### src/shared/dvm_pkg.sv
package dvm_pkg;

  // clock and measurement timing
  localparam longint unsigned CLK_HZ      = 100_000_000;
  localparam longint unsigned MS_PER_S    = 1000;
  localparam longint unsigned GATE_MS     = 100;
  localparam longint unsigned DEV_SLOW_MS = 60000;
  localparam longint unsigned DEV_FAST_MS = 20000;
  localparam longint unsigned DIR_MS      = 400;
  localparam longint unsigned GATE_CYC     = GATE_MS * CLK_HZ / MS_PER_S;
  localparam longint unsigned DEV_SLOW_CYC = DEV_SLOW_MS * CLK_HZ / MS_PER_S;
  localparam longint unsigned DEV_FAST_CYC = DEV_FAST_MS * CLK_HZ / MS_PER_S;
  localparam longint unsigned DIR_CYC      = DIR_MS * CLK_HZ / MS_PER_S;
  localparam longint unsigned GATE_PER_S   = MS_PER_S / GATE_MS;

  // widths
  localparam int TMR_W = 36;
  localparam int VEL_W = 16;
  localparam int PPC_W = 16;
  localparam int TOL_W = 6;
  localparam int CMP_W = 24;

  // velocity bands and tolerance limits
  localparam logic [CMP_W-1:0] SPEED_LOW_CMS  = 24'h00000a;
  localparam logic [CMP_W-1:0] SPEED_HIGH_CMS = 24'h00001e;
  localparam logic [CMP_W-1:0] GATE_RATE      = CMP_W'(GATE_PER_S);
  localparam logic [TOL_W-1:0] TOL_MAX_PCT    = 6'h2d;
  localparam logic [CMP_W-1:0] PCT_FULL       = 24'h000064;
  localparam logic signed [VEL_W-1:0] VEL_MAX = 16'sh7fff;
  localparam logic signed [VEL_W-1:0] VEL_MIN = -16'sh7fff;

  typedef struct packed {
    logic ch1;
    logic ch2;
  } dvm_enc_t;

  typedef struct packed {
    logic             velEnable;
    logic [PPC_W-1:0] pulsesPerCm;
    logic [TOL_W-1:0] tolPct;
  } dvm_cfg_t;

  typedef enum logic [1:0] {
    BAND_STILL = 2'b00,
    BAND_SLOW  = 2'b01,
    BAND_FAST  = 2'b11
  } dvm_band_t;

  typedef enum logic [0:0] {
    ST_RUN  = 1'b0,
    ST_LOCK = 1'b1
  } dvm_state_t;

  typedef struct packed {
    logic                    lockOut;
    logic                    devLock;
    logic                    dirLock;
    logic                    devActive;
    logic                    dirActive;
    dvm_band_t               band;
    logic signed [VEL_W-1:0] vehVel;
    logic signed [VEL_W-1:0] velA;
    logic signed [VEL_W-1:0] velB;
    logic                    valid;
  } dvm_stat_t;

endpackage

### src/hdl/dvm_velocity_monitor.sv
// Behaviour
// - two dual-channel encoder inputs yield velocity usable for case selection
// - encoder inputs evaluated only while velocity option is enabled
// - pulse counts scaled to velocity by configured pulses per centimetre
// - deviation tolerance configurable in percent, at most forty-five
// - larger magnitude velocity is reference and vehicle velocity
// - deviation beyond tolerance longer than allowed time forces lock-out
// - below ten cm/s deviation never causes shutdown
// - between ten and thirty cm/s deviation tolerated sixty seconds
// - at thirty cm/s or more deviation tolerated twenty seconds
// - at ten cm/s or more opposite directions tolerated 0.4 seconds
`timescale 1ns/1ps

module dvm_velocity_monitor #(
  parameter logic [dvm_pkg::TMR_W-1:0] P_GATE_CYC =
    dvm_pkg::TMR_W'(dvm_pkg::GATE_CYC),
  parameter logic [dvm_pkg::TMR_W-1:0] P_DEV_SLOW_CYC =
    dvm_pkg::TMR_W'(dvm_pkg::DEV_SLOW_CYC),
  parameter logic [dvm_pkg::TMR_W-1:0] P_DEV_FAST_CYC =
    dvm_pkg::TMR_W'(dvm_pkg::DEV_FAST_CYC),
  parameter logic [dvm_pkg::TMR_W-1:0] P_DIR_CYC =
    dvm_pkg::TMR_W'(dvm_pkg::DIR_CYC)
) (
  // clock and reset
  input  wire logic              clk_sys,
  input  wire logic              arst_n,
  // encoder pins
  input  wire dvm_pkg::dvm_enc_t encA,
  input  wire dvm_pkg::dvm_enc_t encB,
  // configuration
  input  wire dvm_pkg::dvm_cfg_t cfg,
  // status
  output dvm_pkg::dvm_stat_t     status
);

  localparam int VW = dvm_pkg::VEL_W;
  localparam int CW = dvm_pkg::CMP_W;
  localparam int TW = dvm_pkg::TMR_W;

  function automatic logic signed [1:0] quadStep(
    input dvm_pkg::dvm_enc_t cur,
    input dvm_pkg::dvm_enc_t prev
  );
    logic signed [1:0] s;
    s = 2'sh0;
    if (cur.ch1 && !prev.ch1) begin
      s = cur.ch2 ? -2'sh1 : 2'sh1;
    end
    return s;
  endfunction

  function automatic logic signed [VW-1:0] satAdd(
    input logic signed [VW-1:0] acc,
    input logic signed [1:0]    step
  );
    logic signed [VW:0] sum;
    sum = {acc[VW-1], acc} + (VW+1)'(step);
    if (sum > (VW+1)'(dvm_pkg::VEL_MAX)) begin
      return dvm_pkg::VEL_MAX;
    end
    if (sum < (VW+1)'(dvm_pkg::VEL_MIN)) begin
      return dvm_pkg::VEL_MIN;
    end
    return sum[VW-1:0];
  endfunction

  function automatic logic [VW-1:0] magOf(input logic signed [VW-1:0] v);
    return v[VW-1] ? VW'(-v) : VW'(v);
  endfunction

  // product kept at comparison width
  function automatic logic [CW-1:0] scaleCms(
    input logic [CW-1:0] a,
    input logic [CW-1:0] b
  );
    return a * b;
  endfunction

  // band from scaled speed and band limits
  function automatic dvm_pkg::dvm_band_t bandOf(
    input logic [CW-1:0] speed,
    input logic [CW-1:0] low,
    input logic [CW-1:0] high
  );
    dvm_pkg::dvm_band_t b;
    b = dvm_pkg::BAND_STILL;
    if (speed >= high) begin
      b = dvm_pkg::BAND_FAST;
    end else if (speed >= low) begin
      b = dvm_pkg::BAND_SLOW;
    end
    return b;
  endfunction

  // deviation over tolerance, no division
  function automatic logic overTol(
    input logic [VW-1:0]             diff,
    input logic [VW-1:0]             refMag,
    input logic [dvm_pkg::TOL_W-1:0] tol
  );
    return scaleCms(CW'(diff), dvm_pkg::PCT_FULL) >
           scaleCms(CW'(tol), CW'(refMag));
  endfunction

  // violation timer, restarts when condition clears
  function automatic logic [TW-1:0] tmrStep(
    input logic          cond,
    input logic [TW-1:0] tmr
  );
    return cond ? tmr + TW'(1) : '0;
  endfunction

  // pin synchronisers
  dvm_pkg::dvm_enc_t syncA1_ff, syncA2_ff, prevA_ff;
  dvm_pkg::dvm_enc_t syncB1_ff, syncB2_ff, prevB_ff;
  dvm_pkg::dvm_enc_t nxt_syncA1, nxt_syncA2, nxt_prevA;
  dvm_pkg::dvm_enc_t nxt_syncB1, nxt_syncB2, nxt_prevB;

  always_comb begin
    nxt_syncA1 = encA;
    nxt_syncA2 = syncA1_ff;
    nxt_prevA  = syncA2_ff;
    nxt_syncB1 = encB;
    nxt_syncB2 = syncB1_ff;
    nxt_prevB  = syncB2_ff;
  end

  always_ff @(posedge clk_sys or negedge arst_n) begin
    if (!arst_n) begin
      syncA1_ff <= '0;
      syncA2_ff <= '0;
      prevA_ff  <= '0;
      syncB1_ff <= '0;
      syncB2_ff <= '0;
      prevB_ff  <= '0;
    end else begin
      syncA1_ff <= nxt_syncA1;
      syncA2_ff <= nxt_syncA2;
      prevA_ff  <= nxt_prevA;
      syncB1_ff <= nxt_syncB1;
      syncB2_ff <= nxt_syncB2;
      prevB_ff  <= nxt_prevB;
    end
  end

  // pulse counting over a gate window
  logic [TW-1:0]          gateCnt_ff, nxt_gateCnt;
  logic signed [VW-1:0]   accA_ff, accB_ff, nxt_accA, nxt_accB;
  logic signed [VW-1:0]   velA_ff, velB_ff, nxt_velA, nxt_velB;
  logic                   valid_ff, nxt_valid;
  logic                   gateTick;

  always_comb begin
    gateTick    = (gateCnt_ff == P_GATE_CYC - TW'(1));
    nxt_gateCnt = gateTick ? '0 : gateCnt_ff + TW'(1);
    nxt_accA    = satAdd(accA_ff, quadStep(syncA2_ff, prevA_ff));
    nxt_accB    = satAdd(accB_ff, quadStep(syncB2_ff, prevB_ff));
    nxt_velA    = velA_ff;
    nxt_velB    = velB_ff;
    nxt_valid   = valid_ff;
    if (gateTick) begin
      nxt_velA  = nxt_accA;
      nxt_velB  = nxt_accB;
      nxt_accA  = '0;
      nxt_accB  = '0;
      nxt_valid = 1'b1;
    end
    if (!cfg.velEnable) begin
      nxt_gateCnt = '0;
      nxt_accA    = '0;
      nxt_accB    = '0;
      nxt_velA    = '0;
      nxt_velB    = '0;
      nxt_valid   = 1'b0;
    end
  end

  always_ff @(posedge clk_sys or negedge arst_n) begin
    if (!arst_n) begin
      gateCnt_ff <= '0;
      accA_ff    <= '0;
      accB_ff    <= '0;
      velA_ff    <= '0;
      velB_ff    <= '0;
      valid_ff   <= 1'b0;
    end else begin
      gateCnt_ff <= nxt_gateCnt;
      accA_ff    <= nxt_accA;
      accB_ff    <= nxt_accB;
      velA_ff    <= nxt_velA;
      velB_ff    <= nxt_velB;
      valid_ff   <= nxt_valid;
    end
  end

  // velocity evaluation
  logic [VW-1:0]          magA, magB, magRef, magDiff;
  logic                   aLarger;
  logic signed [VW-1:0]   vehVel;
  logic [dvm_pkg::TOL_W-1:0] tolEff;
  logic [CW-1:0]          speedScaled, lowLimit, highLimit;
  dvm_pkg::dvm_band_t     band;
  logic                   devCond, dirCond;

  always_comb begin
    magA    = magOf(velA_ff);
    magB    = magOf(velB_ff);
    aLarger = (magA >= magB);
    magRef  = aLarger ? magA : magB;
    vehVel  = aLarger ? velA_ff : velB_ff;
    magDiff = aLarger ? magA - magB : magB - magA;
    tolEff = (cfg.tolPct > dvm_pkg::TOL_MAX_PCT) ?
             dvm_pkg::TOL_MAX_PCT : cfg.tolPct;
    // cm/s = pulses per gate * gate rate / pulses per cm
    speedScaled = scaleCms(CW'(magRef), dvm_pkg::GATE_RATE);
    lowLimit  = scaleCms(dvm_pkg::SPEED_LOW_CMS, CW'(cfg.pulsesPerCm));
    highLimit = scaleCms(dvm_pkg::SPEED_HIGH_CMS, CW'(cfg.pulsesPerCm));
    band = bandOf(speedScaled, lowLimit, highLimit);
    devCond = valid_ff && overTol(magDiff, magRef, tolEff)
              && (band != dvm_pkg::BAND_STILL);
    dirCond = valid_ff && (velA_ff != '0) && (velB_ff != '0)
              && (velA_ff[VW-1] != velB_ff[VW-1])
              && (band != dvm_pkg::BAND_STILL);
  end

  // violation timers and lock-out
  logic [TW-1:0]       devTmr_ff, dirTmr_ff, nxt_devTmr, nxt_dirTmr;
  logic [TW-1:0]       devLimit;
  dvm_pkg::dvm_state_t state_ff, nxt_state;
  logic                devLock_ff, dirLock_ff, nxt_devLock, nxt_dirLock;
  logic                devExpire, dirExpire;

  always_comb begin
    devLimit = (band == dvm_pkg::BAND_FAST) ?
               P_DEV_FAST_CYC : P_DEV_SLOW_CYC;
    nxt_devTmr = tmrStep(devCond, devTmr_ff);
    nxt_dirTmr = tmrStep(dirCond, dirTmr_ff);
    devExpire  = devCond && (nxt_devTmr > devLimit);
    dirExpire  = dirCond && (nxt_dirTmr > P_DIR_CYC);
    nxt_state   = state_ff;
    nxt_devLock = devLock_ff;
    nxt_dirLock = dirLock_ff;
    unique case (state_ff)
      dvm_pkg::ST_RUN: begin
        if (devExpire || dirExpire) begin
          nxt_state   = dvm_pkg::ST_LOCK;
          nxt_devLock = devExpire;
          nxt_dirLock = dirExpire;
        end
      end
      dvm_pkg::ST_LOCK: begin
        nxt_state = dvm_pkg::ST_LOCK;
      end
    endcase
    if (state_ff == dvm_pkg::ST_LOCK) begin
      nxt_devTmr = devTmr_ff;
      nxt_dirTmr = dirTmr_ff;
    end
  end

  always_ff @(posedge clk_sys or negedge arst_n) begin
    if (!arst_n) begin
      devTmr_ff  <= '0;
      dirTmr_ff  <= '0;
      state_ff   <= dvm_pkg::ST_RUN;
      devLock_ff <= 1'b0;
      dirLock_ff <= 1'b0;
    end else begin
      devTmr_ff  <= nxt_devTmr;
      dirTmr_ff  <= nxt_dirTmr;
      state_ff   <= nxt_state;
      devLock_ff <= nxt_devLock;
      dirLock_ff <= nxt_dirLock;
    end
  end

  // registered status
  dvm_pkg::dvm_stat_t stat_ff, nxt_stat;

  always_comb begin
    nxt_stat.lockOut   = (nxt_state == dvm_pkg::ST_LOCK);
    nxt_stat.devLock   = nxt_devLock;
    nxt_stat.dirLock   = nxt_dirLock;
    nxt_stat.devActive = devCond;
    nxt_stat.dirActive = dirCond;
    nxt_stat.band      = band;
    nxt_stat.vehVel    = vehVel;
    nxt_stat.velA      = velA_ff;
    nxt_stat.velB      = velB_ff;
    nxt_stat.valid     = valid_ff;
  end

  always_ff @(posedge clk_sys or negedge arst_n) begin
    if (!arst_n) begin
      stat_ff <= '0;
    end else begin
      stat_ff <= nxt_stat;
    end
  end

  assign status = stat_ff;

endmodule // dvm_velocity_monitor

### config.mk
export PLATFORM = sky130hd
export DESIGN_NAME = dvm_velocity_monitor
export DESIGN_NICKNAME = d
export VERILOG_FILES = /design/src/shared/dvm_pkg.sv /design/src/hdl/dvm_velocity_monitor.sv
export SDC_FILE = /design/constraint.sdc
export NUM_CORES = 1
export LEC_CHECK = 0
export ABC_AREA = 1
export BUFFER_PORTS_ARGS = -buffer_cell sky130_fd_sc_hd__clkbuf_2
export CAP_MARGIN = 10
export CORE_MARGIN = 2
export CORE_UTILIZATION = 50
export CTS_CLUSTER_SIZE = 30
export DETAILED_ROUTE_END_ITERATION = 8
export GPL_TIMING_DRIVEN = 0
export PLACE_DENSITY = 0.69
export SYNTH_ARGS = -nofsm -noshare
export SYNTH_HDL_FRONTEND = slang
export SYNTH_SLANG_ARGS = --single-unit
### constraint.sdc
create_clock -name clk_sys -period 9.5 [get_ports clk_sys]
set_input_delay 0.95 -clock clk_sys [delete_from_list [all_inputs] [get_ports clk_sys]]
set_output_delay 0.95 -clock clk_sys [all_outputs]
set_load 0.02 [all_outputs]
After elaboration in Yosys (flattened, before gate mapping)
Cells that the tools add are included.

operators by class
  add/subtract/negate cells = 9
  $mul = 5
  order comparisons = 11
  equality and inequality tests = 4
  muxes and demuxes = 43
  bitwise gates (word level) = 1
  reduce and logical (&&, ||, !) cells = 17

operators with widths
  operator               number
  $mux 16                21
  $mux 36                4
  $add 36x1->36 const B  3
  $eq 36x24->1 const B   1
  $gt 36x26->1 const B   1
  $gt 36x33->1           1
  $add 16x2->17          2
  $gt 17x16->1 const B   2
  $lt 17x16->1 const B   2
  $mux 33                1
  $neg 16->16            2
  $reduce_bool 16->1     2
  $sub 16x16->16         2
  $gt 23x22->1           1
  $mul 6x16->22          1
  $ge 20x21->1           1
  $mul 16x5->21 const B  1
  $ge 20x20->1           1
  $mul 4x16->20 const A  1
  $mul 16x3->19 const B  1
  $mul 3x16->19 const A  1
  $ge 16x16->1           1
  $logic_and 1x1->1      10
  $mux 1                 10
  12 further kinds       17

word-level totals
  register bits after elaboration = 239
  input port bits = 29
  logic and storage cells = 118

Depth between registers and ports, before layout
  depth in word-level cells = 16
  gate-level depth with buffers = 71
  depth with buffers taken out = 68

Least setup slack after synthesis
OpenSTA, ideal clock, no wires.

  path type = register to register
  from = reg velB_ff[15]
  to = reg stat_ff, in the netlist status[53]
  setup time = 0.118 ns
  data arrival time = 9.632 ns
  required time = 9.382 ns
  slack = -0.250 ns
  cell stages (with the launch flop) = 64
  path buffers = 5
  clock period less this slack = 9.750 ns
  cell sequence = dfrtp_1 clkbuf_1 o21ai_0 inv_1 fa_1 inv_1 nor2_1 a211oi_1 o21ai_1 a21boi_0 nand2_1 nand2_1 nand2_1 nand2_2 nand2_4 buf_2 clkbuf_1 o21ai_0 [... 28 more ...] nor3_2 nand2_2 nand2_4 nand2_2 buf_8 buf_2 nor3_1 ha_1 nand2_1 nor2_1 nand2_1 nor2_2 nand3_1 nor2_1 nor2_1 nand3_2 nand2_1 nand2_1

on the way
  word-level cells in the longest chain between the ends = 15
  elaborated cells on any way between the ends = 33

RTL lines
  element                                       line                                                      source
  start, declared                               dvm_velocity_monitor.sv:149                               logic signed [VW-1:0] velA_ff, velB_ff, nxt_velA, nxt_velB;
  start signal, assigned                        dvm_velocity_monitor.sv:191                               velB_ff <= nxt_velB;
  $neg 16->16                                   dvm_velocity_monitor.sv:68                                return v[VW-1] ? VW'(-v) : VW'(v);
  $mux 16                                       dvm_velocity_monitor.sv:68
  $ge 16x16->1                                  dvm_velocity_monitor.sv:208                               aLarger = (magA >= magB);
  $mux 16                                       dvm_velocity_monitor.sv:209                               magRef = aLarger ? magA : magB;
  $mul 16x3->19                                 dvm_velocity_monitor.sv:76                                return a * b;
  $ge 20x20->1                                  dvm_velocity_monitor.sv:89                                end else if (speed >= low) begin
  $mux 1                                        dvm_velocity_monitor.sv:89
  $mux 2                                        dvm_velocity_monitor.sv:87                                if (speed >= high) begin
  $reduce_bool 2->1                             dvm_velocity_monitor.sv:220, dvm_velocity_monitor.sv:223
  $logic_and 1x1->1, on equally long branches   dvm_velocity_monitor.sv:220, dvm_velocity_monitor.sv:223
  $mux 36                                       dvm_velocity_monitor.sv:110                               return cond ? tmr + TW'(1) : '0;
  $gt 36x33->1 or $gt 36x26->1 (tied branches)  dvm_velocity_monitor.sv:238, dvm_velocity_monitor.sv:239
  $logic_and 1x1->1, on equally long branches   dvm_velocity_monitor.sv:238, dvm_velocity_monitor.sv:239
  $logic_or 1x1->1                              dvm_velocity_monitor.sv:245                               if (devExpire || dirExpire) begin
  $reduce_and 2->1 (no source line)             n/a
  end signal, assigned                          dvm_velocity_monitor.sv:297                               stat_ff <= nxt_stat;
  end, declared                                 dvm_velocity_monitor.sv:278                               dvm_pkg::dvm_stat_t stat_ff, nxt_stat;

Several ways; a longest one is shown, not always the timed one.
A chain may end at the register's enable or synchronous reset.

Final worst setup path
  from = reg velB_ff[0]
  to = reg stat_ff, in the netlist status[53]

The elaborated chain is that of the path after synthesis.

==> results.txt <==
----------------------------------------------------
[Status]
  Result of the run ... complete, but fails checks
  Failing checks ... negative setup slack

[Floorplanning]
  Effective utilization at floorplan ... between 50% and 60%
  Row Count ... 78
  IO Count ... 85
  Die X ... 218 um
  Area of the placeable core ... around 45,000 um2
  Die Height ... between 200 and 250 um
  Die area ... roughly 48,000 um2

[Timing]
  Slew Limit Fails ... 0
  Slew headroom ... between 40% and 50%
  Final setup TNS ... -1740 ps
  Final min period ... a little over 10,000 ps
  Number of hold violations in the final report ... 0
  Setup repair after global routing missed its margin ... true
  Setup violations, final ... 3
  Maximum clock frequency ... about 99 MHz
  Largest clock skew in the final design ... approximately 27 ps
  Actual slew at the worst max-slew pin ... between 800 and 900 ps
  Final period util ... 107%
  Setup ws final ... -624 ps

[Power]
  Worst-case vdd ir drop ... between 0.1 and 0.15 mV
  Total design power ... approximately 3.6 mW
  Total power divided by cell area ... 133 nW/um2
  Static leakage ... around 14 nW

[Clock tree]
  Clk slew on worst S/H paths ... about 70 ps
  CTS tree ... done
  Clock latency on the worst-skew pair ... about 550 ps
  Number of CTS-inserted buffers ... 24
  Clock root buffer ... sky130_fd_sc_hd__clkbuf_16
  Sink count of the clock tree ... 239
  H-tree levels ... 1
  Maximum buffer depth of the clock tree ... 3

[Worst setup path]
  Worst Path Required ... a little under 10,000 ps
  Largest stage delay on the critical path ... approximately 550 ps
  Slowest cell on crit path ... sky130_fd_sc_hd__fa_1
  Data arrival time at the worst-slack endpoint ... about 11,000 ps
  Highest fanout seen on the critical path ... 10
  Cell seen most often among critical-path stages ... sky130_fd_sc_hd__nand2_1
  Critical Path End Type ... flop
  Type of origin of the critical path ... flop
  Crit path kind ... reg2reg

[Layout]
  Commonest cells after routing, fill and taps aside ... sky130_fd_sc_hd__inv_1 (460), sky130_fd_sc_hd__nand2_1 (445), sky130_fd_sc_hd__ha_1 (274)
  Fill count ... about 4,000
  Fraction of layout instances using a drive strength above 1 ... between 10% and 20%
  Total Nets Final ... 3,593
  Non-filler instance count after layout ... around 3,800
  Commonest non-fill, non-tap cell in the layout ... sky130_fd_sc_hd__inv_1
  Count of antenna diodes in the layout ... 0
  Area delta synth->final ... 18.1%

[Global routing]
  Met3 GRT Util ... 2.31%
  Grt peak-use layer ... met2
  Global-route wire length before repair ... roughly 100,000 um
  Number of global-route vias before repair ... slightly above 20,000
  Total track usage ... approximately a quarter
  Global Route met1 Usage ... between 30% and 40%
  Pin count of the biggest net entering global routing ... 90
  Met2 Usage GRT ... between 40% and 50%
  Total grt overflow ... 0
  Antenna violations before repair ... 0

[Yosys]
  Post-Synth Adder-Cell Area ... between 20% and 30%
  Proportion of netlist area held by the largest area contributor ... between 20% and 30%
  Synth area leaders ... sky130_fd_sc_hd__dfrtp_1 (26%), sky130_fd_sc_hd__ha_1 (16%), sky130_fd_sc_hd__fa_1 (9.0%), sky130_fd_sc_hd__inv_1 (8.0%), sky130_fd_sc_hd__nand2_1 (7.5%)
  Post-synthesis cell type count ... 71
  Synth Area in Simple Gates ... 20.3%
  Mean Syn Cell Area ... 7.81 um2
  Fraction of the mapped netlist area in compound gates ... around 12%
  Xor and xnor fraction of the mapped netlist area ... between 6 and 7%
  Library cell occupying the most area in the post-synthesis netlist ... sky130_fd_sc_hd__dfrtp_1
  Number of flops mapped to enable cells by yosys ... 0
  Share of synthesized flip-flops with an asynchronous set or reset ... 100%
  Post-Syn Instances ... between 2,000 and 3,000
  Combinational family with the most area after synthesis ... adder cells
  Count of synthesis-stage warnings from yosys ... 0
  Fraction of the yosys area taken by sequential cells ... between 20% and 30%
  Dominant synthesized flop cell ... sky130_fd_sc_hd__dfrtp_1
  Netlist area before placement ... around 23,000 um2
  Mux contribution to synthesized area ... 0.0871%
  Flip-flop and latch count after synthesis ... roughly 240
  Synthesized net count ... about 3,400

[Placement]
  Number of buffers added on ports ... 84
  DP Cell Count ... about 3,600
  Final estimated routing congestion in global placement ... approximately 0.93
  Detailed Place HPWL ... about 46,000 um

[Detailed routing]
  DRC marker count from the first detailed-route iteration ... around 1,500
  Detail-routed net length per standard cell ... ~16 um
  Total detailed-routing wirelength ... around 60,000 um
  Number of antenna-violating nets in the routed design ... 0
  Vias after detailed routing ... slightly above 20,000
  Average vias per placed instance ... ~5.4
  DRC viols ... 0
  Drt first pass iters ... 5

[Run]
  Number of violations of the max-capacitance limit ... 0

[Worst hold path]
  Worst hold path type ... reg2reg

----------------------------------------------------
-- power breakdown --
group / switching, mW / total, mW / leakage, nW / internal [mW]
logic: 0.921 / 1.51 / 11.1 / 0.593
registers: 0.0133 / 1.06 / 2.90 / 1.05
clock network: 0.418 / 1.03 / 0.416 / 0.613
-- stage by stage --
stage                     hold WS, ps  util (%)  area (um2)  setup WS [ps]
final                             346      59.9       27200           -624
after detailed placement          336      53.5       24300          -2650
after global placement            332      53.2       24200          -2680
after floorplan                   331         -       23000           35.0
after CTS                         349      58.4       26500           -466
after global routing              359      59.9       27200          -1170
-- area by class of cell --
| type | instances | area [um2] | share of cell area (%) |
|---|---|---|---|
| buffer | 60 | 359 | 1.32 |
| timing repair buffer | 201 | 1400 | 5.16 |
| inverter | 504 | 1920 | 7.08 |
| multi-input combinational | 2138 | 15900 | 58.5 |
| sequential | 239 | 5990 | 22.0 |
| clock inverter | 10 | 174 | 0.640 |
| clock buffer | 31 | 677 | 2.49 |
| tap | 600 | 751 | 2.76 |
-- Yosys cell counts, types with 4 or more instances --
| library cell | instances |
|---|---|
| sky130_fd_sc_hd__clkbuf_1 | 38 |
| sky130_fd_sc_hd__nand4_1 | 43 |
| sky130_fd_sc_hd__inv_2 | 14 |
| sky130_fd_sc_hd__nor2_4 | 4 |
| sky130_fd_sc_hd__o21ai_0 | 173 |
| sky130_fd_sc_hd__nor3_1 | 56 |
| sky130_fd_sc_hd__a31oi_1 | 6 |
| sky130_fd_sc_hd__or2_2 | 9 |
| sky130_fd_sc_hd__ha_1 | 293 |
| sky130_fd_sc_hd__dfrtp_1 | 239 |
| sky130_fd_sc_hd__nor2_1 | 295 |
| sky130_fd_sc_hd__nor2_2 | 12 |
| sky130_fd_sc_hd__o22ai_1 | 33 |
| sky130_fd_sc_hd__o31ai_1 | 12 |
| sky130_fd_sc_hd__a21o_1 | 7 |
| sky130_fd_sc_hd__inv_1 | 487 |
| sky130_fd_sc_hd__nand3_2 | 4 |
| sky130_fd_sc_hd__nand3b_1 | 5 |
| sky130_fd_sc_hd__buf_1 | 8 |
| sky130_fd_sc_hd__nor4_1 | 36 |
| sky130_fd_sc_hd__fa_1 | 103 |
| sky130_fd_sc_hd__a211oi_1 | 8 |
| sky130_fd_sc_hd__xor2_1 | 148 |
| sky130_fd_sc_hd__nand2_1 | 462 |
| sky130_fd_sc_hd__o21bai_1 | 33 |
| sky130_fd_sc_hd__nand2_2 | 14 |
| sky130_fd_sc_hd__nor3b_1 | 6 |
| sky130_fd_sc_hd__o211ai_1 | 7 |
| sky130_fd_sc_hd__a21oi_1 | 186 |
| sky130_fd_sc_hd__xnor2_1 | 31 |
| sky130_fd_sc_hd__buf_2 | 8 |
| sky130_fd_sc_hd__o21a_1 | 7 |
| sky130_fd_sc_hd__nand3_1 | 91 |
| sky130_fd_sc_hd__o21ai_1 | 4 |
-- logic make-up (layout without fill, tap and decap cells) --
group,after synthesis,count (layout)
AO/OA/AOI/OAI,503,503
buffers and inverters,566,806
flip-flops,239,239
adder cells (fa/ha/maj),396,396
XOR/XNOR,179,179
AND/OR/NAND/NOR,1058,1058
multiplexers,2,2
-- registers in the layout, summed over array words and instances, names as in the netlist --
signal and cells:
accB_ff 16, prevA_ff 1, accA_ff 16, valid_ff 1, nxt_syncB2 2, nxt_prevB 2
dirTmr_ff 36, nxt_syncA2 2, gateCnt_ff 36, nxt_prevA 2, status 56, prevB_ff 1
velA_ff 16, devTmr_ff 36, velB_ff 16
-- routing by layer --
| metal | up-vias | part of all wire, % |
|---|---|---|
| li1 | 10000 | - |
| met1 | 9878 | 44 |
| met2 | 540 | 47 |
| met3 | 150 | 4.7 |
| met4 | 0 | 4.1 |
| met5 | - | 0 |
-- path summary, 6_finish.rpt --
path / startpoint / endpoint / slack [ps] / cells after the start
hold reg to reg: nxt_syncA2[0] / nxt_prevA[0] / 350 / 0
hold / removal: nxt_syncA2[0] / nxt_prevA[0] / 350 / 0
max in group asynchronous: arst_n / status[13] / 7860 / 3
min in group asynchronous: arst_n / status[49] / 390 / 1
setup / recovery: velB_ff[0] / status[53] / -620 / 62
setup reg to reg: velB_ff[0] / status[53] / -620 / 62
-- critical path: cells and delay by family (launching register included) --
family	cells	cell delay (ps)
adder cells (fa/ha/maj)	8	2770
AND/OR/NAND/NOR	24	2680
AO/OA/AOI/OAI	13	1860
buffers and inverters	15	1750
flip-flops	1	470
XOR/XNOR	2	460
-- repair_timing --
| item | CTS | global route |
|---|---|---|
| hold endpoints to repair | 0 | 0 |
| pin swaps | 84 | 93 |
| setup endpoints to repair | 75 | 40 |
| setup buffers | 84 | 32 |
| gates cloned | 0 | 0 |
| hold buffers | 0 | 0 |
| resized for setup | 195 | 107 |
(Power assumes the default switching activity.)
